`config.mk`:
```
export PLATFORM = sky130hd
export DESIGN_NAME = velocity_mode_select
export DESIGN_NICKNAME = d
export VERILOG_FILES = /design/src/verilog/vsel_pkg.sv /design/src/verilog/velocity_mode_select.sv
export VERILOG_INCLUDE_DIRS = /design/src /design/src/verilog
export SDC_FILE = /design/constraint.sdc
export NUM_CORES = 2
export LEC_CHECK = 0
export BUFFER_PORTS_ARGS = -buffer_cell sky130_fd_sc_hd__buf_2
export CELL_PAD_IN_SITES_DETAIL_PLACEMENT = 2
export CELL_PAD_IN_SITES_GLOBAL_PLACEMENT = 2
export CORE_MARGIN = 3
export CORE_UTILIZATION = 42
export CTS_BUF_LIST = sky130_fd_sc_hd__clkbuf_4
export DETAILED_ROUTE_END_ITERATION = 7
export GPL_TIMING_DRIVEN = 0
export PLACE_DENSITY_LB_ADDON = 0.1
export SYNTH_ARGS = -nofsm -noshare
export SYNTH_HDL_FRONTEND = slang
export SYNTH_SLANG_ARGS = --single-unit
```
`constraint.sdc`:
```
create_clock -name ref_clk -period 8.9 [get_ports ref_clk]
set_clock_uncertainty 0.1 [all_clocks]
set_input_delay 2.225 -clock ref_clk [delete_from_list [all_inputs] [get_ports ref_clk]]
set_output_delay 2.225 -clock ref_clk [all_outputs]
set_load 0.005 [all_outputs]
```
`src/verilog/vsel_params.svh`:
```
/*
 * Constants of the velocity mode select block: register offsets, field
 * positions, reset values and timing counts.
 * Assumes a 100 MHz driver clock and a 40-bit serial datagram.
 */
`ifndef VSEL_PARAMS_SVH
`define VSEL_PARAMS_SVH

`define CLK_PERIOD_NS 10
`define CLK_FREQ_HZ 100000000

// register offsets (7-bit address field of the datagram)
`define ADDR_LOWER_THR 7'h14
`define ADDR_UPPER_THR 7'h15
`define ADDR_DIRECT_CUR 7'h2d
`define ADDR_MIN_COMM_VEL 7'h33

// reset values
`define RST_LOWER_THR 20'h00000
`define RST_UPPER_THR 20'h00000
`define RST_DIRECT_CUR 32'h00000000
`define RST_MIN_COMM_VEL 23'h000000

// direct coil current fields
`define COIL_A_LSB 0
`define COIL_A_MSB 8
`define COIL_B_LSB 16
`define COIL_B_MSB 24

// serial datagram layout
`define DGRAM_BITS 40
`define DGRAM_WRITE_BIT 39
`define DGRAM_ADDR_MSB 38
`define DGRAM_ADDR_LSB 32

// threshold hysteresis: compare value minus compare value >> this shift
`define HYST_SHIFT 4
// electrical period edges counted while stall detection is blanked
`define BLANK_PERIODS 2'h3
// time reference exponent of the minimum commutation velocity
`define COMM_TREF_EXP 24
// standstill current scale: (setting + 1) / 2^shift
`define ISCALE_SHIFT 5

`endif

```
`src/verilog/vsel_pkg.sv`:
```
/*
 * Types of the velocity mode select block.
 * Assumes nothing beyond the constants header.
 */
package vsel_pkg;

    // velocity gated feature configuration from the driver setup
    typedef struct packed {
        logic adaptive_scale_cfg;
        logic stall_out_cfg;
        logic pwm_mode_cfg;
        logic high_speed_chopper;
        logic high_speed_fullstep;
        logic direct_mode_sel;
        logic standalone_step_dir;
        logic [3:0] sync_cfg;
        logic [4:0] standstill_current;
    } feature_cfg_t;

    // mode gates applied to the chopper and current control
    typedef struct packed {
        logic adaptive_scale_en;
        logic stall_detect_en;
        logic stall_status_en;
        logic stall_from_commutation;
        logic pwm_mode_en;
        logic pwm_velocity_reg_en;
        logic chopper_mode_force;
        logic fast_decay_zero;
        logic fullstep_en;
        logic commutation_en;
        logic commutation_min_reached;
        logic [3:0] sync_eff;
    } mode_gates_t;

    typedef struct packed {
        logic direct_drive_en;
        logic signed [8:0] coil_b;
        logic signed [8:0] coil_a;
    } coil_cmd_t;

endpackage

```
`src/verilog/velocity_mode_select.sv`:
```
/*
 * Velocity dependent feature selection with direct coil current drive,
 * reached over a 40-bit serial register port.
 * Assumes all inputs synchronous to ref_clk, serial clock much slower than
 * ref_clk, and a step interval measurement that pulses interval_valid.
 */
// Behaviour
// - between lower and upper threshold enable adaptive scaling, disable voltage PWM
// - at or above lower-threshold velocity enable the stall status output
// - outside commutation mode disable stall detection below lower-threshold velocity
// - at or above upper-threshold velocity: no adaptive scaling, no voltage PWM
// - above upper threshold with chopper flag force mode one, fast decay zero
// - above upper threshold switch chopper synchronisation off
// - above upper threshold with fullstep flag: fullstep and commutation stall detection
// - thresholds are 20-bit unsigned step intervals in driver clock units
// - direct select bit zero is normal, one drives coils from register
// - coil A in bits 8..0, coil B in bits 24..16, signed
// - direct mode scales by standstill current, no velocity PWM, no commutation
// - direct mode scaling and stall need external step pulses
// - direct register ignored in standalone step/direction configuration
// - commutation enabled only by input; 23-bit minimum velocity applies
// - minimum velocity time reference is 2^24 driver clocks
// - threshold comparisons use one sixteenth hysteresis
// - at or below pwm-threshold velocity enable voltage PWM, disable commutation
`timescale 1ns/10ps
`include "vsel_params.svh"

module velocity_mode_select (
    input wire logic ref_clk,
    input wire logic arst_n,
    input wire logic spi_sck,
    input wire logic spi_cs_n,
    input wire logic spi_sdi,
    output logic spi_sdo,
    output logic spi_sdo_oe_n,
    input wire logic [19:0] measured_step_interval,
    input wire logic interval_valid,
    input wire logic [19:0] pwm_upper_velocity_threshold,
    input wire vsel_pkg::feature_cfg_t cfg,
    input wire logic commutation_enable_input,
    input wire logic ext_step_active,
    input wire logic elec_period_pulse,
    output vsel_pkg::mode_gates_t gates,
    output vsel_pkg::coil_cmd_t coil_cmd,
    output logic [22:0] min_commutation_velocity
);
    import vsel_pkg::*;

    // ************************************************************
    // functions
    // ************************************************************

    // stay in the fast region up to the threshold, enter it only below
    // threshold*15/16, so the upper switching velocity sits above the setting
    function automatic logic in_fast_region(input logic prev, input logic [19:0] t, input logic [19:0] thr);
        logic [19:0] low;
        low = thr - (thr >> `HYST_SHIFT);
        in_fast_region = prev ? (t <= thr) : (t < low);
    endfunction

    function automatic logic signed [8:0] scale_coil(input logic signed [8:0] c, input logic [4:0] ih);
        logic signed [15:0] p;
        p = 16'(c) * $signed({11'h000, ih} + 16'h0001);
        scale_coil = p[(`ISCALE_SHIFT + 8):`ISCALE_SHIFT];
    endfunction

    // ************************************************************
    // serial register port
    // ************************************************************
    logic sck_q;
    logic cs_n_q;
    logic [39:0] shift_q;
    logic [5:0] bit_cnt_q;
    logic [31:0] rdata_q;
    logic sdo_q;
    logic [19:0] lower_thr_q;
    logic [19:0] upper_thr_q;
    logic [31:0] direct_cur_q;
    logic [22:0] min_comm_vel_q;
    logic sck_rise;
    logic sck_fall;
    logic cs_fall;
    logic cs_rise;
    logic dgram_done;
    logic [6:0] dgram_addr;
    logic [7:0] status_byte;

    assign sck_rise = spi_sck & ~sck_q;
    assign sck_fall = ~spi_sck & sck_q;
    assign cs_fall = ~spi_cs_n & cs_n_q;
    assign cs_rise = spi_cs_n & ~cs_n_q;
    assign dgram_done = cs_rise && bit_cnt_q == 6'(`DGRAM_BITS);
    assign dgram_addr = shift_q[`DGRAM_ADDR_MSB:`DGRAM_ADDR_LSB];

    always_ff @(posedge ref_clk or negedge arst_n) begin
        if (!arst_n) begin
            sck_q <= 1'b0;
            cs_n_q <= 1'b1;
        end else begin
            sck_q <= spi_sck;
            cs_n_q <= spi_cs_n;
        end
    end

    // a short or long datagram is dropped whole
    always_ff @(posedge ref_clk or negedge arst_n) begin
        if (!arst_n) begin
            shift_q <= 40'h0000000000;
            bit_cnt_q <= 6'h00;
        end else if (cs_fall) begin
            shift_q <= {status_byte, rdata_q};
            bit_cnt_q <= 6'h00;
        end else if (sck_rise && !spi_cs_n) begin
            shift_q <= {shift_q[38:0], spi_sdi};
            if (bit_cnt_q != 6'h3f) begin
                bit_cnt_q <= bit_cnt_q + 6'h01;
            end
        end
    end

    always_ff @(posedge ref_clk or negedge arst_n) begin
        if (!arst_n) begin
            sdo_q <= 1'b0;
        end else if (cs_fall) begin
            sdo_q <= status_byte[7];
        end else if (sck_fall && !spi_cs_n) begin
            sdo_q <= shift_q[39];
        end
    end

    assign spi_sdo = sdo_q;
    assign spi_sdo_oe_n = spi_cs_n;

    // write-only registers read back as zero
    always_ff @(posedge ref_clk or negedge arst_n) begin
        if (!arst_n) begin
            rdata_q <= 32'h00000000;
        end else if (dgram_done) begin
            rdata_q <= (dgram_addr == `ADDR_DIRECT_CUR) ? direct_cur_q : 32'h00000000;
        end
    end

    always_ff @(posedge ref_clk or negedge arst_n) begin
        if (!arst_n) begin
            lower_thr_q <= `RST_LOWER_THR;
            upper_thr_q <= `RST_UPPER_THR;
            direct_cur_q <= `RST_DIRECT_CUR;
            min_comm_vel_q <= `RST_MIN_COMM_VEL;
        end else if (dgram_done && shift_q[`DGRAM_WRITE_BIT]) begin
            unique case (dgram_addr)
                `ADDR_LOWER_THR: lower_thr_q <= shift_q[19:0];
                `ADDR_UPPER_THR: upper_thr_q <= shift_q[19:0];
                `ADDR_DIRECT_CUR: direct_cur_q <= shift_q[31:0];
                `ADDR_MIN_COMM_VEL: min_comm_vel_q <= shift_q[22:0];
                default: ;
            endcase
        end
    end

    // ************************************************************
    // threshold comparison
    // ************************************************************
    logic fast_lower_q;
    logic fast_upper_q;
    logic fast_pwm_q;
    logic [19:0] measured_step_interval_q;

    always_ff @(posedge ref_clk or negedge arst_n) begin
        if (!arst_n) begin
            fast_lower_q <= 1'b0;
            fast_upper_q <= 1'b0;
            fast_pwm_q <= 1'b0;
            measured_step_interval_q <= 20'hfffff;
        end else if (interval_valid) begin
            measured_step_interval_q <= measured_step_interval;
            fast_lower_q <= in_fast_region(fast_lower_q, measured_step_interval, lower_thr_q);
            fast_upper_q <= in_fast_region(fast_upper_q, measured_step_interval, upper_thr_q);
            fast_pwm_q <= in_fast_region(fast_pwm_q, measured_step_interval, pwm_upper_velocity_threshold);
        end
    end

    assign status_byte = {gates.stall_status_en, gates.fullstep_en, gates.pwm_mode_en, gates.adaptive_scale_en,
                          gates.commutation_en, coil_cmd.direct_drive_en, fast_upper_q, fast_lower_q};

    // ************************************************************
    // stall blanking after an upper threshold crossing
    // ************************************************************
    logic fast_upper_d1_q;
    logic [1:0] blank_cnt_q;
    logic blanking;

    // the crossing cycle itself is blanked too, before the counter is loaded
    assign blanking = blank_cnt_q != 2'h0 || fast_upper_q != fast_upper_d1_q;

    // counting three period edges gives two to three whole periods
    always_ff @(posedge ref_clk or negedge arst_n) begin
        if (!arst_n) begin
            fast_upper_d1_q <= 1'b0;
            blank_cnt_q <= 2'h0;
        end else begin
            fast_upper_d1_q <= fast_upper_q;
            if (fast_upper_q != fast_upper_d1_q) begin
                blank_cnt_q <= `BLANK_PERIODS;
            end else if (blanking && elec_period_pulse) begin
                blank_cnt_q <= blank_cnt_q - 2'h1;
            end
        end
    end

    // ************************************************************
    // mode gates
    // ************************************************************
    logic direct_eff;
    logic step_ok;
    logic in_mid_band;
    logic [42:0] comm_product;
    mode_gates_t gates_d;

    assign direct_eff = cfg.direct_mode_sel & ~cfg.standalone_step_dir;
    assign step_ok = ~direct_eff | ext_step_active;
    assign in_mid_band = fast_lower_q & ~fast_upper_q;
    // velocity in units of 2^24 clocks is 2^24 / interval
    assign comm_product = {23'h000000, measured_step_interval_q} * {20'h00000, min_comm_vel_q};

    always_comb begin
        gates_d = '0;
        // commutation only runs faster than the pwm threshold; slower, voltage pwm owns the motor
        gates_d.commutation_en = commutation_enable_input & fast_pwm_q & ~direct_eff;
        gates_d.adaptive_scale_en = cfg.adaptive_scale_cfg & in_mid_band & step_ok;
        gates_d.stall_detect_en = (fast_lower_q | gates_d.commutation_en) & ~blanking & step_ok;
        gates_d.stall_status_en = cfg.stall_out_cfg & fast_lower_q & ~blanking & step_ok;
        gates_d.pwm_mode_en = cfg.pwm_mode_cfg & ~fast_pwm_q & ~fast_lower_q & ~fast_upper_q;
        gates_d.pwm_velocity_reg_en = gates_d.pwm_mode_en & ~direct_eff;
        gates_d.chopper_mode_force = fast_upper_q & cfg.high_speed_chopper;
        gates_d.fast_decay_zero = fast_upper_q & cfg.high_speed_chopper;
        gates_d.fullstep_en = fast_upper_q & cfg.high_speed_fullstep;
        gates_d.stall_from_commutation = fast_upper_q & cfg.high_speed_fullstep;
        gates_d.sync_eff = fast_upper_q ? 4'h0 : cfg.sync_cfg;
        gates_d.commutation_min_reached = gates_d.commutation_en &&
            comm_product > (43'h1 << `COMM_TREF_EXP);
    end

    always_ff @(posedge ref_clk or negedge arst_n) begin
        if (!arst_n) begin
            gates <= '0;
        end else begin
            gates <= gates_d;
        end
    end

    // ************************************************************
    // direct coil current drive
    // ************************************************************
    always_ff @(posedge ref_clk or negedge arst_n) begin
        if (!arst_n) begin
            coil_cmd <= '0;
        end else begin
            coil_cmd.direct_drive_en <= direct_eff;
            coil_cmd.coil_a <= direct_eff ?
                scale_coil(direct_cur_q[`COIL_A_MSB:`COIL_A_LSB], cfg.standstill_current) : 9'h000;
            coil_cmd.coil_b <= direct_eff ?
                scale_coil(direct_cur_q[`COIL_B_MSB:`COIL_B_LSB], cfg.standstill_current) : 9'h000;
        end
    end

    assign min_commutation_velocity = min_comm_vel_q;
endmodule

```
# Word-level counts from Yosys, hierarchy flattened
# Index checks and enable logic that the tools add are counted.
dict set report classes {
  n_addsub 6
  mul 3
  n_lt_le_gt_ge 7
  eq_ne 7
  n_mux 16
  bitwise_logic 33
  n_reduce_logical 18
}
# cell count
set op_table {}
lappend op_table {{40-bit two-way mux} 2}
lappend op_table {{20-bit <= comparator} 3}
lappend op_table {{20-bit less-than comparator} 3}
lappend op_table {{20-bit by 16-bit subtractor with 20-bit output} 3}
lappend op_table {{43-bit by 25-bit > comparator with 1-bit output (second input constant)} 1}
lappend op_table {{20-bit by 23-bit multiplier with 43-bit output} 1}
lappend op_table {{32-bit two-way mux} 1}
lappend op_table {{9-bit by 7-bit multiplier with 14-bit output} 2}
lappend op_table {{1-bit bitwise AND} 21}
lappend op_table {{6-bit two-way mux} 3}
lappend op_table {{9-bit two-way mux} 2}
lappend op_table {{7-bit by 5-bit equality test with 1-bit output (second input constant)} 2}
lappend op_table {{7-bit by 6-bit equality test with 1-bit output (second input constant)} 2}
lappend op_table {{1-bit NOT} 10}
lappend op_table {{2-bit AND reduction} 5}
lappend op_table {{2-bit nonzero test} 5}
lappend op_table {{5-bit by 1-bit adder with 6-bit output (second input constant)} 1}
lappend op_table {{6-bit by 1-bit adder with 6-bit output (second input constant)} 1}
lappend op_table {{6-bit equality test (second input constant)} 1}
lappend op_table {{1-bit logical AND} 6}
lappend op_table {{6-bit inequality test (second input constant)} 1}
lappend op_table {{1-bit two-way mux} 5}
lappend op_table {{2-bit two-way mux} 2}
lappend op_table {{4-bit two-way mux} 1}
lappend op_table {{other kinds (5)} 6}
dict set report totals {
  register_bits 234
  inputBits 65
}

# Longest topological paths before layout
dict set report depth {
  ltp_word 7
  depth_mapped 29
}

# Worst setup path before layout
# OpenSTA, ideal clock, no wires.
dict set report synth_timing {
  path_kind {register to register}
  start {reg measured_step_interval_q[11]}
  end {reg gates[4] (netlist name)}
  setup_time_ns 0.128
  arrival_ns 7.101
  required_time_ns 8.672
  path_slack_ns 1.571
  stages_incl_launch_ff 27
  n_path_buf 1
  period_less_slack_ns 7.329
  cell_sequence {dfstp_2 > clkbuf_1 > nand2_1 > fa_1 > inv_1 > fa_1 > inv_1 > fa_1 > inv_1 > fa_1 > fa_1 > fa_1 > inv_1 > fa_1 > inv_1 > ha_1 > nand2_1 > a21oi_1 > a221oi_4 > o41ai_4 > a311oi_2 > nor2_2 > a31oi_4 > xnor2_1 > or4_1 > nor4_1 > a21oi_1}
}
# element line
set synth_lines {}
lappend synth_lines {{from (decl)} velocity_mode_select.sv:166} ;# logic [19:0] measured_step_interval_q;
lappend synth_lines {{from (signal assigned)} velocity_mode_select.sv:175} ;# measured_step_interval_q <= measured_step_interval;
lappend synth_lines {{to (signal assigned)} velocity_mode_select.sv:247} ;# gates <= gates_d;
lappend synth_lines {{to (decl)} velocity_mode_select.sv:43} ;# output vsel_pkg::mode_gates_t gates,

==> run metrics <==
status completed; worst-case clock buffer depth 3; Chip Height 285 µm; Syn Std Cell Area 32,700 µm²; Hold WC Path Type reg2reg; FF+latch count, synth 234; final worst slack 0.216 ns; Worst setup SP type flop; clk sinks 234; worst hold slack 0.358 ns; CTS tree done; Power Dens Cells 71.5 nW/µm²; Final Power 2.54 mW; most frequent cells in the layout 608 x inv_1, 443 x fa_1, 393 x nand2_1; Final Max Slew Viols 0; first-pass GRT wire length 182 mm; Avg Cell Area, Syn 9.42 µm²; Post-Syn Nets 4,356; Clk pin slew, worst setup/hold paths 0.07 ns; Synthesis Warnings 0; PortBufs 122; Cells on Worst Hold Path 0; Final Non-Filler Cells 4,728; htree depth 2; Post-Place Cells 4,630; nets 4,538; layout cell share with drive strength beyond 1 11.1%; pin slew with the least headroom to its limit 0.984 ns; final worst path period need 8.68 ns; Slowest-stage cell, CP clkbuf_1; pre-CTS WS -0.915 ns; combinational power share 17.2%; Worst VDD drop 0.000110 V; Crit. End Element flop; Core ar. 76,600 µm²; CP most frequent cell fa_1; DR pass1 iterations 5; Cell variety after synth 78; grt ovf 0; static leakage power 18.5 nW; io pins 124; Final Hold Vio Count 0; Area Overhead vs Synth 8.47%; commonest non-fill, non-tap cell in the layout inv_1; Net Sw Frac 32.6%; antenna violations before repair 5; top_reg_cell synth dfrtp_1; Die Area 81,300 µm²; Placer Congestion 0.895; antenna-violating nets left 0; via count 25,900; ys async rst share 100%; internal power 1.71 mW; DRC errors left 0; drt total wl 117 mm; relative slew slack 34.1%; Root Driver clkbuf_4; Routed WL per cell 24.7 µm; Sequential Power Share 46.5%; DIE WIDTH 285 µm; Post-synth EDFFs 0; global-route usage over all layers 28.9%; total CTS buffers 61; Setup TNS Final 0 ns; hold_buf cts 0; vias in the first global route 30,800; worst-path maximum fanout 10; NetSw 0.827 mW; Setup Viol. Count Final 0; largest net degree at the start of global routing 110; DRT iter0 DRCs 1,166; starting density of the core 42.7%; CP arrival 9.13 ns; CP cell instances clkbuf_1, nand2_1, fa_1, fa_1, inv_1, fa_1, fa_1, fa_1, fa_1, inv_1, fa_1, inv_1, ha_1, nand2_1, a21oi_1, nand2_1, o211a_1, o41ai_2, xnor2_1, a311oi_1, nand4_1, or4_1, nor4_2, a21oi_1; worst-case reg-to-reg path depth 24; clock power share 36.2%; Worst Path Required 9.34 ns; clk_lat worst skew 0.73 ns; max-cap viol count 0; post-DP HPWL 95.7 mm; via/cell ratio 5.48; sequential area share after synthesis 18.0%; Rows 101; fin crit share 97.6%; Max stage delay on crit path 0.58 ns; Worst Setup Path Type reg2reg; fmax 0.115 GHz; Post-Syn Instances 3,476
-- cell type report --
type                       instances  area [µm²]
clock buffer                      89         668
timing repair buffer             124         676
multi-input combinational       2491       24000
buffer                           138         621
inverter                         608        2280
fill                            8331       41100
sequential                       234        5880
antenna                            2        5.00
clock inverter                    12        48.8
tap                             1030        1290
-- per-layer routing --
metal	up-vias	global-route usage [%]	share of wire (%)
met1	13700	37.3	43
met5	-	0	0
met4	0	8.30	3.1
li1	11500	-	-
met3	174	2.24	3.3
met2	513	51.8	50
-- kinds of logic after synthesis --
group,Yosys count,synth area share [%]
compound gates,477,9.69
xor+xnor,111,3.05
fa+ha+maj,815,41.3
buf+inv,751,8.73
flops,234,18.0
mux,142,4.71
simple gates,946,14.5
-- power groups by stage --
stage	sequential (mW)	combinational [mW]	clock (mW)
after detailed placement	1.19	0.442	0
final	1.18	0.438	0.919
after CTS	1.17	0.445	0.958
after global routing	1.19	0.484	1.01
after global placement	1.19	0.410	0
after floorplan	1.16	0.240	0
-- registers in the layout, indices dropped and copies added, names as in the netlist --
register                  count
spi_sdo                       1
cs_n_q                        1
min_commutation_velocity     23
gates                        13
direct_cur_q                 32
measured_step_interval_q     20
lower_thr_q                  20
fast_pwm_q                    1
bit_cnt_q                     6
fast_upper_q                  1
upper_thr_q                  20
rdata_q                      32
shift_q                      40
fast_lower_q                  1
blank_cnt_q                   2
fast_upper_d1_q               1
coil_cmd                     19
sck_q                         1
-- synth_stat cells (32+ instances only) --
master	count	share of area (%)
inv_1	608	7.0
fa_1	443	27
nand2_1	393	4.5
ha_1	372	14
and2_1	269	5.1
dfrtp_1	213	16
o21ai_0	132	2.0
clkbuf_1	128	1.5
a21oi_1	112	1.7
mux2_2	97	3.3
xnor2_1	79	2.1
nor2b_1	59	1.1
nor2_1	57	0.65
a21o_1	46	1.1
mux2i_1	45	1.4
nand3_1	35	0.54
a22o_1	32	0.86
-- critical path: cells and delay by family, from the launching register on --
kind / cells / cell delay, ns
compound gates: 5 / 1.48
buf+inv: 4 / 0.73
fa+ha+maj: 8 / 3.91
xor+xnor: 1 / 0.22
flops: 1 / 0.52
simple gates: 6 / 1.53
-- path summary, 6_finish.rpt --
kind	startpoint	end	slack (ns)
worst max-delay path	min_commutation_velocity[1]	gates[4]	0.22
worst min register to register	fast_upper_q	fast_upper_d1_q	0.36
worst max register to register	min_commutation_velocity[1]	gates[4]	0.22
worst min-delay path	fast_upper_q	fast_upper_d1_q	0.36
max in group asynchronous	arst_n	measured_step_interval_q[16]	6.14
min in group asynchronous	arst_n	coil_cmd[7]	1.23
-- repair_timing --
item                                    CTS  global route
endpoints found under the setup margin    1             1
setup buffers                             0             0
gates cloned                              0             0
resized for setup                        23            67
-- per-stage QoR --
stage / instance area (µm²) / utilization, %
finish: 35500 / 46.4
detailed placement: 34700 / 45.3
CTS: 35400 / 46.3
floorplan: 32700 / -
global placement: 34600 / 45.2
global route: 35500 / 46.4
No activity file was read; power rests on OpenSTA's default activity.
